--- config.mk ---
export PLATFORM = sky130hd
export DESIGN_NAME = fp_coprocessor_bounce_unit
export DESIGN_NICKNAME = d
export VERILOG_FILES = /design/src/bounce_pkg.sv /design/src/sticky_flag.sv /design/src/word_capture.sv /design/src/fp_coprocessor_bounce_unit.sv
export VERILOG_INCLUDE_DIRS = /design/src
export SDC_FILE = /design/constraint.sdc
export NUM_CORES = 1
export LEC_CHECK = 0
export BUFFER_PORTS_ARGS = -buffer_cell sky130_fd_sc_hd__buf_4
export CAP_MARGIN = 20
export CORE_MARGIN = 3
export CORE_UTILIZATION = 30
export CTS_CLUSTER_DIAMETER = 200
export CTS_CLUSTER_SIZE = 8
export DETAILED_ROUTE_END_ITERATION = 16
export GPL_ROUTABILITY_DRIVEN = 0
export PLACE_DENSITY = 0.61
export RECOVER_POWER = 50
export SETUP_SLACK_MARGIN = 0.05
export SYNTH_ARGS = -nofsm -noshare
export SYNTH_HDL_FRONTEND = slang
export SYNTH_SLANG_ARGS = --single-unit
--- constraint.sdc ---
create_clock -name i_clk -period 3.7 [get_ports i_clk]
set_clock_uncertainty 0.05 [all_clocks]
set_input_delay 0.74 -clock i_clk [delete_from_list [all_inputs] [get_ports i_clk]]
set_output_delay 0.74 -clock i_clk [all_outputs]
set_load 0.01 [all_outputs]
--- src/bounce_cfg.svh ---
`ifndef BOUNCE_CFG_SVH
`define BOUNCE_CFG_SVH

// ----------------------------------------
// Register byte offsets
// ----------------------------------------
`define OFS_EXC_CTL      4'h0
`define OFS_FAULT_INSTR  4'h4
`define OFS_SECOND_INSTR 4'h8
`define OFS_STATUS_CTL   4'hC

// ----------------------------------------
// Field positions
// ----------------------------------------
`define BIT_PENDING      31
`define BIT_SECOND_VALID 28
`define BIT_INV_CUM      0
`define BIT_UFC          3
`define BIT_FAST_MODE    24

// ----------------------------------------
// Reset values and bus answers
// ----------------------------------------
`define RST_WORD         32'h0000_0000
`define RST_FAST_MODE    1'h0
`define RESP_OKAY        2'h0
`define RESP_SLVERR      2'h2

`endif

--- src/bounce_pkg.sv ---
package bounce_pkg;

  // Gray order: idle -> exceptional -> idle
  typedef enum logic [1:0] {
    EXC_IDLE        = 2'h0,
    EXC_EXCEPTIONAL = 2'h1
  } exc_state_type;

  typedef struct packed {
    exc_state_type exc;
    logic          aw_held;
    logic          w_held;
    logic [3:0]    awaddr;
    logic [31:0]   wdata;
    logic [3:0]    wstrb;
    logic          bvalid;
    logic [1:0]    bresp;
    logic          rvalid;
    logic [31:0]   rdata;
    logic [1:0]    rresp;
    logic          fast_mode;
  } core_state_type;

endpackage : bounce_pkg

--- src/sticky_flag.sv ---
`timescale 1ns/1ps

module sticky_flag (
  input  wire logic i_clk,
  input  wire logic i_srst,
  input  wire logic i_set,
  input  wire logic i_clr,
  output logic      o_flag
);

  typedef struct packed {
    logic flag;
  } flag_state_type;

  flag_state_type state;
  flag_state_type next_state;

  // A set in the clearing cycle is kept
  always_comb begin
    next_state.flag = i_set | (state.flag & ~i_clr);
  end

  always_ff @(posedge i_clk) begin
    if (i_srst) begin
      state.flag <= 1'h0;
    end else begin
      state <= next_state;
    end
  end

  assign o_flag = state.flag;

endmodule : sticky_flag

--- src/word_capture.sv ---
`timescale 1ns/1ps

module word_capture #(
  parameter int WIDTH = 32
) (
  input  wire logic             i_clk,
  input  wire logic             i_srst,
  input  wire logic             i_load,
  input  wire logic [WIDTH-1:0] i_word,
  output logic      [WIDTH-1:0] o_word
);

  typedef struct packed {
    logic [WIDTH-1:0] word;
  } cap_state_type;

  cap_state_type state;
  cap_state_type next_state;

  generate
    if (WIDTH < 1) begin : g_bad_width
      $error("word_capture: WIDTH must be at least 1");
    end
  endgenerate

  always_comb begin
    next_state = state;
    if (i_load) begin
      next_state.word = i_word;
    end
  end

  always_ff @(posedge i_clk) begin
    if (i_srst) begin
      state.word <= '0;
    end else begin
      state <= next_state;
    end
  end

  assign o_word = state.word;

endmodule : word_capture

--- src/fp_coprocessor_bounce_unit.sv ---
// Chosen here: the register addresses and the AXI4-Lite interface to the registers.
`timescale 1ns/1ps
`include "bounce_cfg.svh"

module fp_coprocessor_bounce_unit #(
  parameter int ADDR_W = 4
) (
  input  wire logic                i_clk,
  input  wire logic                i_srst,
  // AXI4-Lite slave
  input  wire logic [ADDR_W-1:0]   i_awaddr,
  input  wire logic                i_awvalid,
  output logic                     o_awready,
  input  wire logic [31:0]         i_wdata,
  input  wire logic [3:0]          i_wstrb,
  input  wire logic                i_wvalid,
  output logic                     o_wready,
  output logic [1:0]               o_bresp,
  output logic                     o_bvalid,
  input  wire logic                i_bready,
  input  wire logic [ADDR_W-1:0]   i_araddr,
  input  wire logic                i_arvalid,
  output logic                     o_arready,
  output logic [31:0]              o_rdata,
  output logic [1:0]               o_rresp,
  output logic                     o_rvalid,
  input  wire logic                i_rready,
  // Host coprocessor handshake (decode stage)
  input  wire logic                i_cp_valid,
  input  wire logic [31:0]         i_cp_instr,
  input  wire logic                i_cp_illegal,
  output logic                     o_cp_accept,
  output logic                     o_cp_bounce,
  // First execute stage report
  input  wire logic                i_op_valid,
  input  wire logic [31:0]         i_op_instr,
  input  wire logic                i_op_arith,
  input  wire logic                i_op_copy,
  input  wire logic                i_op_vector,
  input  wire logic                i_op_enabled_exc,
  input  wire logic                i_op_potential_exc,
  input  wire logic                i_op_snan,
  input  wire logic                i_op_underflow,
  input  wire logic                i_op_flushed_zero,
  // Execute control
  output logic                     o_op_block,
  output logic                     o_vec_stop,
  output logic                     o_flush_subnormal,
  output logic                     o_exc_pending
);
  import bounce_pkg::*;

  // ----------------------------------------
  // Elaboration checks
  // ----------------------------------------
  generate
    if (ADDR_W < 4 || ADDR_W > 32) begin : g_bad_addr
      $error("fp_coprocessor_bounce_unit: ADDR_W must be 4..32");
    end
  endgenerate

  core_state_type state;
  core_state_type next_state;

  logic        pending;
  logic        second_valid;
  logic        inv_flag;
  logic        ufc_flag;
  logic [31:0] fault_word;
  logic [31:0] second_word;

  logic        op_can_raise;
  logic        detect;
  logic        pretrigger;
  logic        wr_fire;
  logic        wr_exc_ctl;
  logic        wr_status;
  logic        pend_clr;
  logic        inv_set;
  logic        inv_clr;
  logic        ufc_set;
  logic        ufc_clr;
  logic [3:0]  ar_ofs;
  logic [31:0] exc_ctl_view;
  logic [31:0] status_view;

  assign pending = (state.exc == EXC_EXCEPTIONAL);

  // ----------------------------------------
  // Exception detection
  // ----------------------------------------
  // Only true arithmetic may raise
  // arithmetic only
  assign op_can_raise = i_op_valid & i_op_arith & ~i_op_copy;

  // Potential alone is enough; a second one waits until software
  // has cleared the first, so the captured word never moves.
  // pessimistic detect
  assign detect = op_can_raise & ~pending
                  & (i_op_enabled_exc | i_op_potential_exc);

  // Offending operation itself must not complete
  assign o_op_block = detect;

  assign o_vec_stop = (detect & i_op_vector) | pending;

  assign o_flush_subnormal = state.fast_mode & ~i_op_copy;

  // ----------------------------------------
  // Coprocessor handshake
  // ----------------------------------------
  // Refusal is decided combinationally in the first handshake cycle so
  // the host never lets the trigger take effect.
  // signal by refusal
  assign o_cp_bounce = i_cp_valid & (pending | i_cp_illegal);

  assign o_cp_accept = i_cp_valid & ~pending & ~i_cp_illegal;

  // An instruction accepted in the detection cycle has already passed
  // the host's exception point, so it is kept for software.
  // trigger comes later
  assign pretrigger = detect & o_cp_accept;

  assign o_exc_pending = pending;

  // ----------------------------------------
  // Captured words and flags
  // ----------------------------------------
  // capture offending word
  word_capture #(
    .WIDTH (32)
  ) u_fault_word (
    .i_clk  (i_clk),
    .i_srst (i_srst),
    .i_load (detect),
    .i_word (i_op_instr),
    .o_word (fault_word)
  );

  word_capture #(
    .WIDTH (32)
  ) u_second_word (
    .i_clk  (i_clk),
    .i_srst (i_srst),
    .i_load (pretrigger),
    .i_word (i_cp_instr),
    .o_word (second_word)
  );

  sticky_flag u_second_valid (
    .i_clk  (i_clk),
    .i_srst (i_srst),
    .i_set  (pretrigger),
    .i_clr  (pend_clr),
    .o_flag (second_valid)
  );

  assign inv_set = op_can_raise & i_op_snan;

  sticky_flag u_inv (
    .i_clk  (i_clk),
    .i_srst (i_srst),
    .i_set  (inv_set),
    .i_clr  (inv_clr),
    .o_flag (inv_flag)
  );

  assign ufc_set = op_can_raise
                   & (i_op_underflow | (state.fast_mode & i_op_flushed_zero));

  sticky_flag u_ufc (
    .i_clk  (i_clk),
    .i_srst (i_srst),
    .i_set  (ufc_set),
    .i_clr  (ufc_clr),
    .o_flag (ufc_flag)
  );

  // ----------------------------------------
  // Register write decode
  // ----------------------------------------
  assign wr_fire    = state.aw_held & state.w_held & ~state.bvalid;
  assign wr_exc_ctl = wr_fire & (state.awaddr == `OFS_EXC_CTL);
  assign wr_status  = wr_fire & (state.awaddr == `OFS_STATUS_CTL);

  // Writing zero to the pending bit leaves the exceptional state; a
  // detection in that cycle is impossible while pending, and when idle
  // detection simply wins.
  // software clears pending
  assign pend_clr = wr_exc_ctl & state.wstrb[3] & ~state.wdata[`BIT_PENDING];

  assign inv_clr = wr_status & state.wstrb[0] & ~state.wdata[`BIT_INV_CUM];
  assign ufc_clr = wr_status & state.wstrb[0] & ~state.wdata[`BIT_UFC];

  // ----------------------------------------
  // Register read views
  // ----------------------------------------
  // pending visible first
  always_comb begin
    exc_ctl_view                    = `RST_WORD;
    exc_ctl_view[`BIT_PENDING]      = pending;
    exc_ctl_view[`BIT_SECOND_VALID] = second_valid;
  end

  always_comb begin
    status_view                 = `RST_WORD;
    status_view[`BIT_INV_CUM]   = inv_flag;
    status_view[`BIT_UFC]       = ufc_flag;
    status_view[`BIT_FAST_MODE] = state.fast_mode;
  end

  assign ar_ofs = i_araddr[3:0];

  // ----------------------------------------
  // Next state
  // ----------------------------------------
  always_comb begin
    next_state = state;

    case (state.exc)
      EXC_IDLE: begin
        if (detect) begin
          next_state.exc = EXC_EXCEPTIONAL;
        end
      end
      EXC_EXCEPTIONAL: begin
        if (pend_clr) begin
          next_state.exc = EXC_IDLE;
        end
      end
      default: begin
        next_state.exc = EXC_IDLE;
      end
    endcase

    // Write address and data are taken independently
    if (o_awready && i_awvalid) begin
      next_state.aw_held = 1'h1;
      next_state.awaddr  = i_awaddr[3:0];
    end
    if (o_wready && i_wvalid) begin
      next_state.w_held = 1'h1;
      next_state.wdata  = i_wdata;
      next_state.wstrb  = i_wstrb;
    end

    if (wr_fire) begin
      next_state.aw_held = 1'h0;
      next_state.w_held  = 1'h0;
      next_state.bvalid  = 1'h1;
      next_state.bresp   = `RESP_OKAY;
      case (state.awaddr)
        `OFS_EXC_CTL: begin
        end
        `OFS_FAULT_INSTR: begin
        end
        `OFS_SECOND_INSTR: begin
        end
        `OFS_STATUS_CTL: begin
          if (state.wstrb[3]) begin
            next_state.fast_mode = state.wdata[`BIT_FAST_MODE];
          end
        end
        default: begin
          next_state.bresp = `RESP_SLVERR;
        end
      endcase
    end else if (state.bvalid && i_bready) begin
      next_state.bvalid = 1'h0;
    end

    if (o_arready && i_arvalid) begin
      next_state.rvalid = 1'h1;
      next_state.rresp  = `RESP_OKAY;
      case (ar_ofs)
        `OFS_EXC_CTL:      next_state.rdata = exc_ctl_view;
        `OFS_FAULT_INSTR:  next_state.rdata = fault_word;
        `OFS_SECOND_INSTR: next_state.rdata = second_word;
        `OFS_STATUS_CTL:   next_state.rdata = status_view;
        default: begin
          next_state.rdata = `RST_WORD;
          next_state.rresp = `RESP_SLVERR;
        end
      endcase
    end else if (state.rvalid && i_rready) begin
      next_state.rvalid = 1'h0;
    end
  end

  // ----------------------------------------
  // State register
  // ----------------------------------------
  always_ff @(posedge i_clk) begin
    if (i_srst) begin
      state.exc       <= EXC_IDLE;
      state.aw_held   <= 1'h0;
      state.w_held    <= 1'h0;
      state.awaddr    <= 4'h0;
      state.wdata     <= `RST_WORD;
      state.wstrb     <= 4'h0;
      state.bvalid    <= 1'h0;
      state.bresp     <= `RESP_OKAY;
      state.rvalid    <= 1'h0;
      state.rdata     <= `RST_WORD;
      state.rresp     <= `RESP_OKAY;
      state.fast_mode <= `RST_FAST_MODE;
    end else begin
      state <= next_state;
    end
  end

  // ----------------------------------------
  // Bus outputs
  // ----------------------------------------
  // One write in flight: no new address or data until the answer leaves
  assign o_awready = ~state.aw_held & ~state.bvalid;
  assign o_wready  = ~state.w_held & ~state.bvalid;
  assign o_bvalid  = state.bvalid;
  assign o_bresp   = state.bresp;
  assign o_arready = ~state.rvalid;
  assign o_rvalid  = state.rvalid;
  assign o_rdata   = state.rdata;
  assign o_rresp   = state.rresp;

endmodule : fp_coprocessor_bounce_unit

Word level (Yosys, flattened, before mapping) --
Index checks and enable logic that the tools add are counted.
Operators by class: eq/ne operators 9, muxes and demuxes 10, bitwise operators 47, reductions and logical operators 15
Operators with widths (count):
- one-hot mux 32 bit (4 select lines) | 1
- bitwise AND 1 bit | 27
- equality test 4 bit (second input constant) | 4
- NOT 1 bit | 13
- equality test 4 x 3 -> 1 bit (second input constant) | 2
- logical NOT 4 bit | 2
- 2-to-1 mux 2 bit | 4
- OR reduction 4 bit | 2
- bitwise OR 1 bit | 7
- logical AND 1 bit | 5
- 2-to-1 mux 1 bit | 4
- one-hot mux 2 bit (2 select lines) | 1
- nonzero test 2 bit | 2
- AND reduction 3 bit | 1
- equality test 2 x 1 -> 1 bit (second input constant) | 1
- logical NOT 2 bit | 1
- != test 2 x 1 -> 1 bit (second input constant) | 1
- != test 2 bit (second input constant) | 1
- AND reduction 2 bit | 1
- OR reduction 2 bit | 1
Word-level totals: flip-flop bits (word level) 150, output and inout bits 47, logic and storage cells 98

Depth between registers and ports, before layout --
Gate-level depths: netlist of run 1.
depth after elaboration 8, mapped depth 6, mapped depth without buffers 3

By module --
A second synthesis of run 1 with hierarchy kept.
Unflattened totals: cell total of the unflattened synthesis 560, area total of the unflattened synthesis 5418.9 µm²
Modules (own cells, without submodules):
- fp_coprocessor_bounce_unit | instances 1, cells each 342, area each 2975.4 µm², seq. area each 1001.0 µm²
- word_capture | instances 2, cells each 103, area each 1163.6 µm², seq. area each 640.6 µm²
- sticky_flag | instances 3, cells each 4, area each 38.8 µm², seq. area each 20.0 µm²

Worst setup path before layout of run 1 --
Ideal clock, no wire load.
path type in2out, from input port i_op_potential_exc, to output port o_vec_stop, arrival 1.550 ns, required time 2.910 ns, setup slack 1.360 ns, cell stages on the path 4, path buffers 2, path through or2_1 > buf_6 > clkbuf_1 > a31o_2
Between the ends: cells in the longest elaborated chain, start to end 4
Ends and longest elaborated chain:
- start: declaration | RTL line fp_coprocessor_bounce_unit.sv:41 | input wire logic i_op_potential_exc,
- bitwise OR 1 bit | RTL line fp_coprocessor_bounce_unit.sv:100 | & (i_op_enabled_exc | i_op_potential_exc);
- bitwise AND 1 bit | RTL line fp_coprocessor_bounce_unit.sv:100
- bitwise AND 1 bit | RTL line fp_coprocessor_bounce_unit.sv:105 | assign o_vec_stop = (detect & i_op_vector) | pending;
- bitwise OR 1 bit | RTL line fp_coprocessor_bounce_unit.sv:105
- end: declaration | RTL line fp_coprocessor_bounce_unit.sv:47 | output logic o_vec_stop,
Every way passes these cells.

Final worst setup path of run 1 --
from input port i_op_copy, to output port o_op_block
Between the ends: cells in the longest elaborated chain, start to end 4
Ends and longest elaborated chain:
- start: declaration | RTL line fp_coprocessor_bounce_unit.sv:38 | input wire logic i_op_copy,
- NOT 1 bit | RTL line fp_coprocessor_bounce_unit.sv:94 | assign op_can_raise = i_op_valid & i_op_arith & ~i_op_copy;
- bitwise AND 1 bit | RTL line fp_coprocessor_bounce_unit.sv:94
- bitwise AND 1 bit | RTL line fp_coprocessor_bounce_unit.sv:99 | assign detect = op_can_raise & ~pending
- bitwise AND 1 bit | RTL line fp_coprocessor_bounce_unit.sv:100
- end: declaration | RTL line fp_coprocessor_bounce_unit.sv:46 | output logic o_op_block,
Every way passes these cells.

==> results.yml, run 1 <==
outcome:
  outcome: "complete, but fails checks"
  violations: "max-capacitance violations, max-slew violations"
cts:
  clock_sinks: 117
  cts_root_buf: "clkbuf_16"
  numCtsBuffers: 17
  cts_tree: "yes"
  hold_buffers: 0
  clk_pin_slew_ns: 0.06
  post_cts_buffers: 0
  post_cts_resized: 0
  clk_latency_ns: 0.41
  h-tree-depth: 4
  clock_path_buffers: 2
final_layout:
  drive_above_1_share_pct: 25.93
  final_nets: 838
  stdcell_area_mm2: 0.007295
  n_antenna_cell: 0
  syn_to_final_growth_pct: 25.51
floorplan:
  dieArea_mm2: 0.02108
  initial_utilization_pct: 30.76
  die_w_um: 145.2
  floorplan.rows: 50
  die_h_um: 145.2
  core_mm2: 0.01889
  ios: 173
synthesis:
  syn_area_per_cell_um2: 9.067
  synth_simple_gate_area_share_pct: 26.93
  synth-compound-area-share_pct: 14.40
  ys.flop_type: "dfxtp_1"
  synth-seq-cells: 117
  synthAdderAreaFrac_pct: 0
  muxShareOfSynthArea_pct: 8.332
  yosysWarnings: 0
  synth_cells: 641
  synthDistinctLibCells: 37
  synth_common_cells: "dfxtp_1 (117), nand2b_1 (71), a21oi_1 (66), and3b_1 (56)"
  yosys.area_share.xor_xnor_pct: 0
  synth_seq_area_share_pct: 40.30
  yosys.area.top_type_share_pct: 40.30
  synth.area.top_cells: "dfxtp_1 (40%), and3b_1 (8.4%), mux2i_1 (7.8%)"
  synth_top_family_by_area: "simple AND/OR/NAND/NOR gates"
  yosysMostFrequentCell: "dfxtp_1"
  syn_area_mm2: 0.005812
  async_flop_share_pct: 0
  yosys.area.top_type: "dfxtp_1"
  synth-edff-count: 0
grt:
  grt_max_degree: 90
  grt_remaining_overflow: 0
  first_global_vias: 4530
  antenna_found_initial: 0
  grt_pass1_wl_mm: 25.21
  grt_use_total_pct: 14.95
detailed_routing:
  drtIter0Drc: 298
  vias: 4699
  first_pass_iters: 4
  drt-total-wl_mm: 15.88
  wire_per_inst_um: 16.12
  ant_nets: 0
  drc_errors: 0
  vias_per_cell: 4.771
sta:
  timing.fmax_mhz: 385.0
  slew_headroom_pct: -10.98
  fin_tns_setup_ns: 0
  post-route-period-util_pct: 70.20
  tightest_slew_ns: 1.665
  drv_slew: 71
  rsz0062_at_grt: "no"
  min_period_ns: 2.597
  setup_viol: 0
  finalHoldViolCount: 0
worst_setup_path:
  r2r_start: "o_rvalid"
  cp_max_fo: 33
  worstSetupPathType: "input port to output port"
  start_kind: "input port"
  cp.arrival_ns: 1.81
  endpoint_kind: "output port"
  cp.required_ns: 2.91
  reg2reg_depth: 4
  r2r_end: "o_rdata[7]"
  regToRegSetupSlack_ns: 1.48
placed_design:
  portBuffers: 140
  dpl.hpwl_mm: 10.24
  placed_area_mm2: 0.006745
min_path:
  holdPathStages: 2
  min_path_type: "flip-flop to flip-flop"
  holdPathEnd: "o_rdata[18]"
  min-delay-start: "o_rdata[18]"
power:
  leakage_nw: 2.942
  cellPowerDensity_mw_per_mm2: 438.1
  peakVddDrop_v: 0.0002992
job:
  drv_cap: 2
==> cell usage in the layout (no fill, tap or decap), drive strengths merged, types with 7 or more instances in the layout <==
cell type / netlist / final
a21oi: 66 / 66
and3b: 56 / 56
buf: 54 / 145
clkbuf: 45 / 23
dfxtp: 117 / 117
inv: 5 / 8
mux2i: 45 / 45
nand2: 29 / 29
nand2b: 71 / 71
nand3b: 7 / 7
nand4b: 32 / 32
nor2: 16 / 16
o21ai: 32 / 32
o31ai: 32 / 32
==> per-layer routing <==
| metal | GRT usage, % | share of wire (%) | vias up |
|---|---|---|---|
| li1 | - | - | 2372 |
| met4 | 4.748 | 1.2 | 0 |
| met5 | 0 | 0 | - |
| met3 | 4.966 | 6.2 | 17 |
| met1 | 21.71 | 51 | 2196 |
| met2 | 20.75 | 42 | 114 |
==> critical path: stages <==
cell	delay, ns
clkbuf_1	0.09
nand3b_1	0.15
buf_4	0.25
or3_1	0.40
inv_1	0.06
buf_4	0.11
==> metrics by stage <==
step	util, %	hold WS [ns]	cells	setup slack (ns)	power (mW)
global route	38.61	0.4255	985	1.026	3.324
global placement	35.70	0.3945	953	1.061	1.643
detailed placement	35.70	0.3972	953	1.078	1.644
CTS	38.70	0.4053	985	1.073	3.236
finish	38.61	0.4030	985	1.103	3.196
floorplan	-	0.3842	642	1.360	1.503
==> cells by family after synthesis <==
logic type | count (synthesis)
other | 1
AOI/OAI and AO/OA | 143
buffers and inverters | 104
DFF | 117
and+or+nand+nor | 228
muxes | 48
==> state kept, by name (all words and copies together) (netlist names), 14 cells and up <==
| register | flops |
|---|---|
| o_rdata | 32 |
| u_fault_word.o_word | 32 |
| u_second_word.o_word | 32 |
| state | 14 |
==> final cells by class <==
cell class | count | area, um2
fill | 1986 | 11600
multi-input combinational | 421 | 2907
sequential | 117 | 2344
timing repair buffer | 150 | 1134
clock buffer | 18 | 439.2
tap | 260 | 325.3
clock inverter | 14 | 127.6
inverter | 5 | 18.77
==> worst max-delay path by stage <==
stage / from / end / slack (ns) / cells after the start
after floorplan: i_op_potential_exc / o_vec_stop / 1.36 / 4
after global placement: i_op_copy / o_op_block / 1.06 / 6
after detailed placement: i_op_copy / o_op_block / 1.08 / 6
after CTS: i_op_copy / o_op_block / 1.07 / 6
after global routing: i_op_copy / o_op_block / 1.03 / 6
final: i_op_copy / o_op_block / 1.10 / 6
==> power by group <==
part	total [mW]	switching, mW	internal (mW)
sequential	1.31	0.0202	1.29
clock	1.58	0.639	0.944
combinational	0.303	0.153	0.150
Note: power is estimated with default switching activity, not from simulation.
==> run 2: changes to the inputs <==
--- a/config.mk
+++ b/config.mk
@@ -6,6 +6,7 @@
 export SDC_FILE = /design/constraint.sdc
 export NUM_CORES = 1
 export LEC_CHECK = 0
+export ABC_AREA = 1
 export BUFFER_PORTS_ARGS = -buffer_cell sky130_fd_sc_hd__buf_4
 export CAP_MARGIN = 20
 export CORE_MARGIN = 3
@@ -14,7 +15,7 @@
 export CTS_CLUSTER_SIZE = 8
 export DETAILED_ROUTE_END_ITERATION = 16
 export GPL_ROUTABILITY_DRIVEN = 0
-export PLACE_DENSITY = 0.61
+export PLACE_DENSITY = 0.64
 export RECOVER_POWER = 50
 export SETUP_SLACK_MARGIN = 0.05
 export SYNTH_ARGS = -nofsm -noshare
==> constraint.sdc (replaced) <==
create_clock -name i_clk -period 2.1 [get_ports i_clk]
set_clock_uncertainty 0.05 [all_clocks]
set_input_delay 0.42 -clock i_clk [delete_from_list [all_inputs] [get_ports i_clk]]
set_output_delay 0.42 -clock i_clk [all_outputs]
set_load 0.01 [all_outputs]
==> run 2 against run 1 <==
The flow now finishes without violations. Clock-buffer cell count unchanged. Synthesized area down 8.7%. Via count increased by 3.8%. Critical endpoint unchanged. Largest power group unchanged.
==> results.yml, run 2 <==
cts:
  clock_path_buffers: 2
  clk_pin_slew_ns: 0.06
  post_cts_resized: 0
  cts_root_buf: "clkbuf_16"
  clk_latency_ns: 0.41
  h-tree-depth: 4
  cts_tree: "yes"
  numCtsBuffers: 17
  post_cts_buffers: 0
  clock_sinks: 117
  hold_buffers: 0
worst_setup_path:
  cp.buffers_inverters: 3
  reg2reg_depth: 6
  crit_chain: "inv_1, nand2_1, inv_1, buf_4"
  cp_slowest_cell: "dfxtp_1"
  r2r_start: "state[81]"
  start_kind: "flip-flop"
  r2r_end: "u_fault_word.o_word[18]"
  worstSetupPathType: "flip-flop to output port"
  regToRegSetupSlack_ns: 0.39
  cp.arrival_ns: 1.31
  cpPeakStageDelay_ns: 0.44
  critPathMostFrequentCell: "inv_1"
  critPathTopFamily: "flip-flops"
  endpoint_kind: "output port"
  cp_max_fo: 6
  cp.required_ns: 1.63
detailed_routing:
  wire_per_inst_um: 12.57
  drt-total-wl_mm: 14.19
  drtIter0Drc: 204
  ant_nets: 0
  vias_per_cell: 4.320
  vias: 4877
  drc_errors: 0
  first_pass_iters: 4
synthesis:
  syn_area_per_cell_um2: 6.663
  yosys.area.top_type_share_pct: 44.16
  synth_common_cells: "nand2_1 (210), nor2_1 (154), dfxtp_1 (117), inv_1 (85), nand3_1 (52)"
  synth-edff-count: 0
  async_flop_share_pct: 0
  synthDistinctLibCells: 23
  yosys.area.top_type: "dfxtp_1"
  yosysMostFrequentCell: "nand2_1"
  syn_area_mm2: 0.005304
  yosysWarnings: 0
  synth_seq_area_share_pct: 44.16
  ys.flop_type: "dfxtp_1"
  synth_cells: 796
  synth-seq-cells: 117
  synth.area.top_cells: "dfxtp_1 (44%), nand2_1 (15%), nor2_1 (11%)"
final_layout:
  syn_to_final_growth_pct: 28.17
  final_nets: 1022
  fin_util_pct: 40.14
  n_antenna_cell: 0
  drive_above_1_share_pct: 18.92
  layout_commonest_cell: "nand2_1"
  stdcell_area_mm2: 0.006798
  final_cell_mix: "nand2_1 (210), nor2_1 (154), buf_4 (125), dfxtp_1 (117), inv_1 (85)"
outcome:
  outcome: "finished clean"
power:
  pwr-share-comb_pct: 9.2
  sequentialPowerShare_pct: 40.2
  leakage_nw: 3.131
  peakVddDrop_v: 0.0005434
  p_sw_share_pct: 23.83
  p_int_mw: 4.408
  switching_power_mw: 1.379
  pwr-share-clk_pct: 50.6
  cellPowerDensity_mw_per_mm2: 851.4
  fin_total_pwr_mw: 5.788
min_path:
  holdPathEnd: "u_fault_word.o_word[30]"
  holdPathStages: 3
  min_path_type: "input port to flip-flop"
  min-delay-start: "i_op_instr[30]"
sta:
  fin_tns_setup_ns: 0
  min_period_ns: 1.776
  fin_ws_ns: 0.3236
  slew_headroom_pct: 38.92
  drv_slew: 0
  finalHoldViolCount: 0
  tightest_slew_ns: 0.9161
  rsz0062_at_grt: "no"
  timing.fmax_mhz: 562.9
  setup_viol: 0
  post-route-period-util_pct: 84.59
grt:
  grt_remaining_overflow: 0
  first_global_vias: 4560
  grt_max_degree: 66
  antenna_found_initial: 0
  grt_use_total_pct: 14.56
  grt_pass1_wl_mm: 22.49
floorplan:
  core_mm2: 0.01694
  floorplan.rows: 47
  die_h_um: 139.0
  dieArea_mm2: 0.01931
  initial_utilization_pct: 31.32
  die_w_um: 139.0
  ios: 173
placed_design:
  portBuffers: 140
  pre_cts_slack_ns: 0.4077
  placed_area_mm2: 0.006326
  dpl.hpwl_mm: 9.709
job:
  drv_cap: 0
[run 2: changes by cell type after synthesis, moves of 21 or more]
cell and delta:
nand2_1 +181, nand2b_1 -71, and3b_1 -56, clkbuf_1 -26, o31ai_1 -32, nor2_1 +138
a21oi_1 -21, nand3_1 +51, inv_1 +80, mux2i_1 -45, nand4b_1 -32
[run 2: power groups by stage]
stage               clock network [mW]  registers [mW]  logic [mW]
floorplan                            0            2.37       0.286
global placement                     0            2.37       0.545
detailed placement                   0            2.37       0.551
CTS                               3.02            2.32       0.553
global route                      3.11            2.33       0.604
finish                            2.93            2.33       0.535
[run 2: metrics by stage]
stage / cells / hold slack, ns
after floorplan: 797 / 0.3737
after global placement: 1097 / 0.3879
after detailed placement: 1097 / 0.3945
after CTS: 1129 / 0.1520
after global routing: 1129 / 0.1681
final: 1129 / 0.1713
[run 2: layer usage]
| layer | GRT usage [%] | vias to the layer above | wire length [um] |
|---|---|---|---|
| met1 | 18.49 | 2169 | 6794 |
| met5 | 0 | - | 0 |
| met3 | 3.862 | 16 | 604 |
| met2 | 23.50 | 111 | 6564 |
| met4 | 6.025 | 0 | 228 |
| li1 | - | 2581 | - |
[run 2: worst reg2reg max path: stages, from the launching register on]
cell	delay, ns
dfxtp_1	0.44
inv_1	0.09
nand2_1	0.16
clkbuf_4	0.56
nand2_1	0.17
nand2_1	0.10
nor2_1	0.04
[run 2: cell type report]
type | count | area (um2)
fillers | 1859 | 10140
repair buffers | 158 | 1100
clock inverters | 14 | 158.9
clock buffers | 18 | 439.2
flip-flops and latches | 117 | 2342
well taps | 220 | 275.3
inverters | 89 | 334.1
multi-input cells | 513 | 2148
[run 2: cell families after synthesis]
logic type / count (synthesis) / share of synthesized area, %
AND/OR/NAND/NOR: 424 / 31.75
buffers and inverters: 167 / 15.69
flip-flops: 117 / 44.16
AO/OA/AOI/OAI: 87 / 8.328
other: 1 / 0.07070
[run 2: how the worst max path moves through the flow]
stage,from,end,depth (start not counted)
floorplan,i_op_valid,o_op_block,8
global placement,i_araddr[1],o_rdata[15],7
detailed placement,i_araddr[1],o_rdata[9],7
CTS,state[81],o_op_block,4
global route,state[81],u_fault_word.o_word[22],6
finish,state[81],o_op_block,4
==> run 3: changes to the inputs <==
--- a/config.mk
+++ b/config.mk
@@ -15,7 +15,7 @@
 export CTS_CLUSTER_SIZE = 8
 export DETAILED_ROUTE_END_ITERATION = 16
 export GPL_ROUTABILITY_DRIVEN = 0
-export PLACE_DENSITY = 0.64
+export PLACE_DENSITY = 0.62
 export RECOVER_POWER = 50
 export SETUP_SLACK_MARGIN = 0.05
 export SYNTH_ARGS = -nofsm -noshare
==> constraint.sdc (replaced) <==
create_clock -name i_clk -period 1.8 [get_ports i_clk]
set_clock_uncertainty 0.05 [all_clocks]
set_input_delay 0.36 -clock i_clk [delete_from_list [all_inputs] [get_ports i_clk]]
set_output_delay 0.36 -clock i_clk [all_outputs]
set_load 0.01 [all_outputs]
==> run 3 against run 2 <==
Register-to-register slack worse by 0.12 ns. Core utilization up 0.37 points. Die area unchanged.
==> results.yml, run 3 (synthesis gave the netlist of run 2 again) <==
cts:
  numCtsBuffers: 17
  clk_pin_slew_ns: 0.05
  cts_root_buf: "clkbuf_16"
  clk_latency_ns: 0.41
  post_cts_buffers: 0
  h-tree-depth: 4
  clock_path_buffers: 2
  hold_buffers: 0
  cts_tree: "yes"
  clock_sinks: 117
detailed_routing:
  vias: 4876
  vias_per_cell: 4.323
  drc_errors: 0
  drtIter0Drc: 194
  drt-total-wl_mm: 14.35
  ant_nets: 0
  first_pass_iters: 4
  wire_per_inst_um: 12.72
power:
  p_int_mw: 4.968
  sequentialPowerShare_pct: 41.9
  peakVddDrop_v: 0.0006288
  leakage_nw: 3.218
  switching_power_mw: 1.518
  p_sw_share_pct: 23.41
  cellPowerDensity_mw_per_mm2: 945.4
  pwr-share-comb_pct: 9.9
  pwr-share-clk_pct: 48.3
sta:
  setup_viol: 0
  timing.fmax_mhz: 626.0
  post-route-period-util_pct: 88.74
  min_period_ns: 1.597
  slew_headroom_pct: 51.20
  tightest_slew_ns: 0.7320
  fin_ws_ns: 0.2026
  drv_slew: 0
  rsz0062_at_grt: "no"
  finalHoldViolCount: 0
  fin_tns_setup_ns: 0
grt:
  grt_pass1_wl_mm: 23.52
  antenna_found_initial: 0
  grt_max_degree: 39
  grt_use_total_pct: 15.14
  first_global_vias: 4700
  grt_remaining_overflow: 0
worst_setup_path:
  cp.arrival_ns: 1.19
  cp_max_fo: 6
  start_kind: "flip-flop"
  worstSetupPathType: "flip-flop to output port"
  endpoint_kind: "output port"
  cp.required_ns: 1.39
floorplan:
  initial_utilization_pct: 31.32
  dieArea_mm2: 0.01931
  ios: 173
  floorplan.rows: 47
  die_w_um: 139.0
  core_mm2: 0.01694
  die_h_um: 139.0
min_path:
  min_path_type: "input port to flip-flop"
job:
  drv_cap: 0
final_layout:
  finalNonFillerCells: 1128
  layout_commonest_cell: "nand2_1"
  final_cell_mix: "nand2_1 (209), nor2_1 (154), buf_4 (144), dfxtp_1 (116), inv_1 (85)"
  drive_above_1_share_pct: 20.93
  syn_to_final_growth_pct: 29.35
  final_nets: 1024
  n_antenna_cell: 0
placed_design:
  pre_cts_slack_ns: 0.2243
  portBuffers: 140
  dpl.hpwl_mm: 9.819
  placedCellCount: 1099
outcome:
  outcome: "finished clean"
run 3: stage by stage:
step                hold WS (ns)  cell area, um2  utilization, %  total power [mW]
detailed placement        0.3901            6381           37.68             3.423
finish                    0.1203            6860           40.51             6.486
floorplan                 0.3737            5308               -             3.094
CTS                       0.1030            6924           40.88             6.589
global placement          0.3865            6381           37.68             3.413
global route              0.1113            6860           40.51             6.794
run 3: final timing paths:
| path | from | endpoint | slack (ns) | cells after the start |
|---|---|---|---|---|
| max | state[81] | o_op_block | 0.20 | 4 |
| min | i_op_instr[30] | u_fault_word.o_word[30] | 0.12 | 3 |
| max reg2reg | o_rvalid | o_rdata[3] | 0.27 | 6 |
| min reg2reg | state[76] | state[76] | 0.40 | 2 |
run 3: power groups by stage:
| stage | sequential [mW] | clock [mW] | combinational, mW |
|---|---|---|---|
| after floorplan | 2.76 | 0 | 0.333 |
| after detailed placement | 2.77 | 0 | 0.655 |
| final | 2.71 | 3.13 | 0.640 |
| after CTS | 2.71 | 3.22 | 0.659 |
| after global routing | 2.72 | 3.35 | 0.725 |
| after global placement | 2.77 | 0 | 0.647 |
run 3: area by class of cell:
type	count	area, um2
clock buffer	24	491.7
clock inverter	5	50.05
fill	1835	10080
inverter	89	334.1
multi-input combinational	513	2156
sequential	117	2344
tap	220	275.3
timing repair buffer	160	1210
run 3: timing repair:
item,CTS,global route
resized for setup,1,1
gates cloned,0,0
setup endpoints to repair,1,1
run 3: per-layer routing:
layer | global-route usage (%) | part of all wire, % | wire length (um)
met1 | 19.23 | 47 | 6725
met2 | 24.96 | 47 | 6699
met3 | 4.483 | 5.3 | 760
met4 | 4.480 | 1.1 | 159
met5 | 0 | 0 | 0
run 3: critical path, cell delays in order (launching register included):
cell and delay [ns]:
dfxtp_2 0.39, inv_1 0.10, nand2_4 0.11, inv_1 0.04
buf_4 0.13
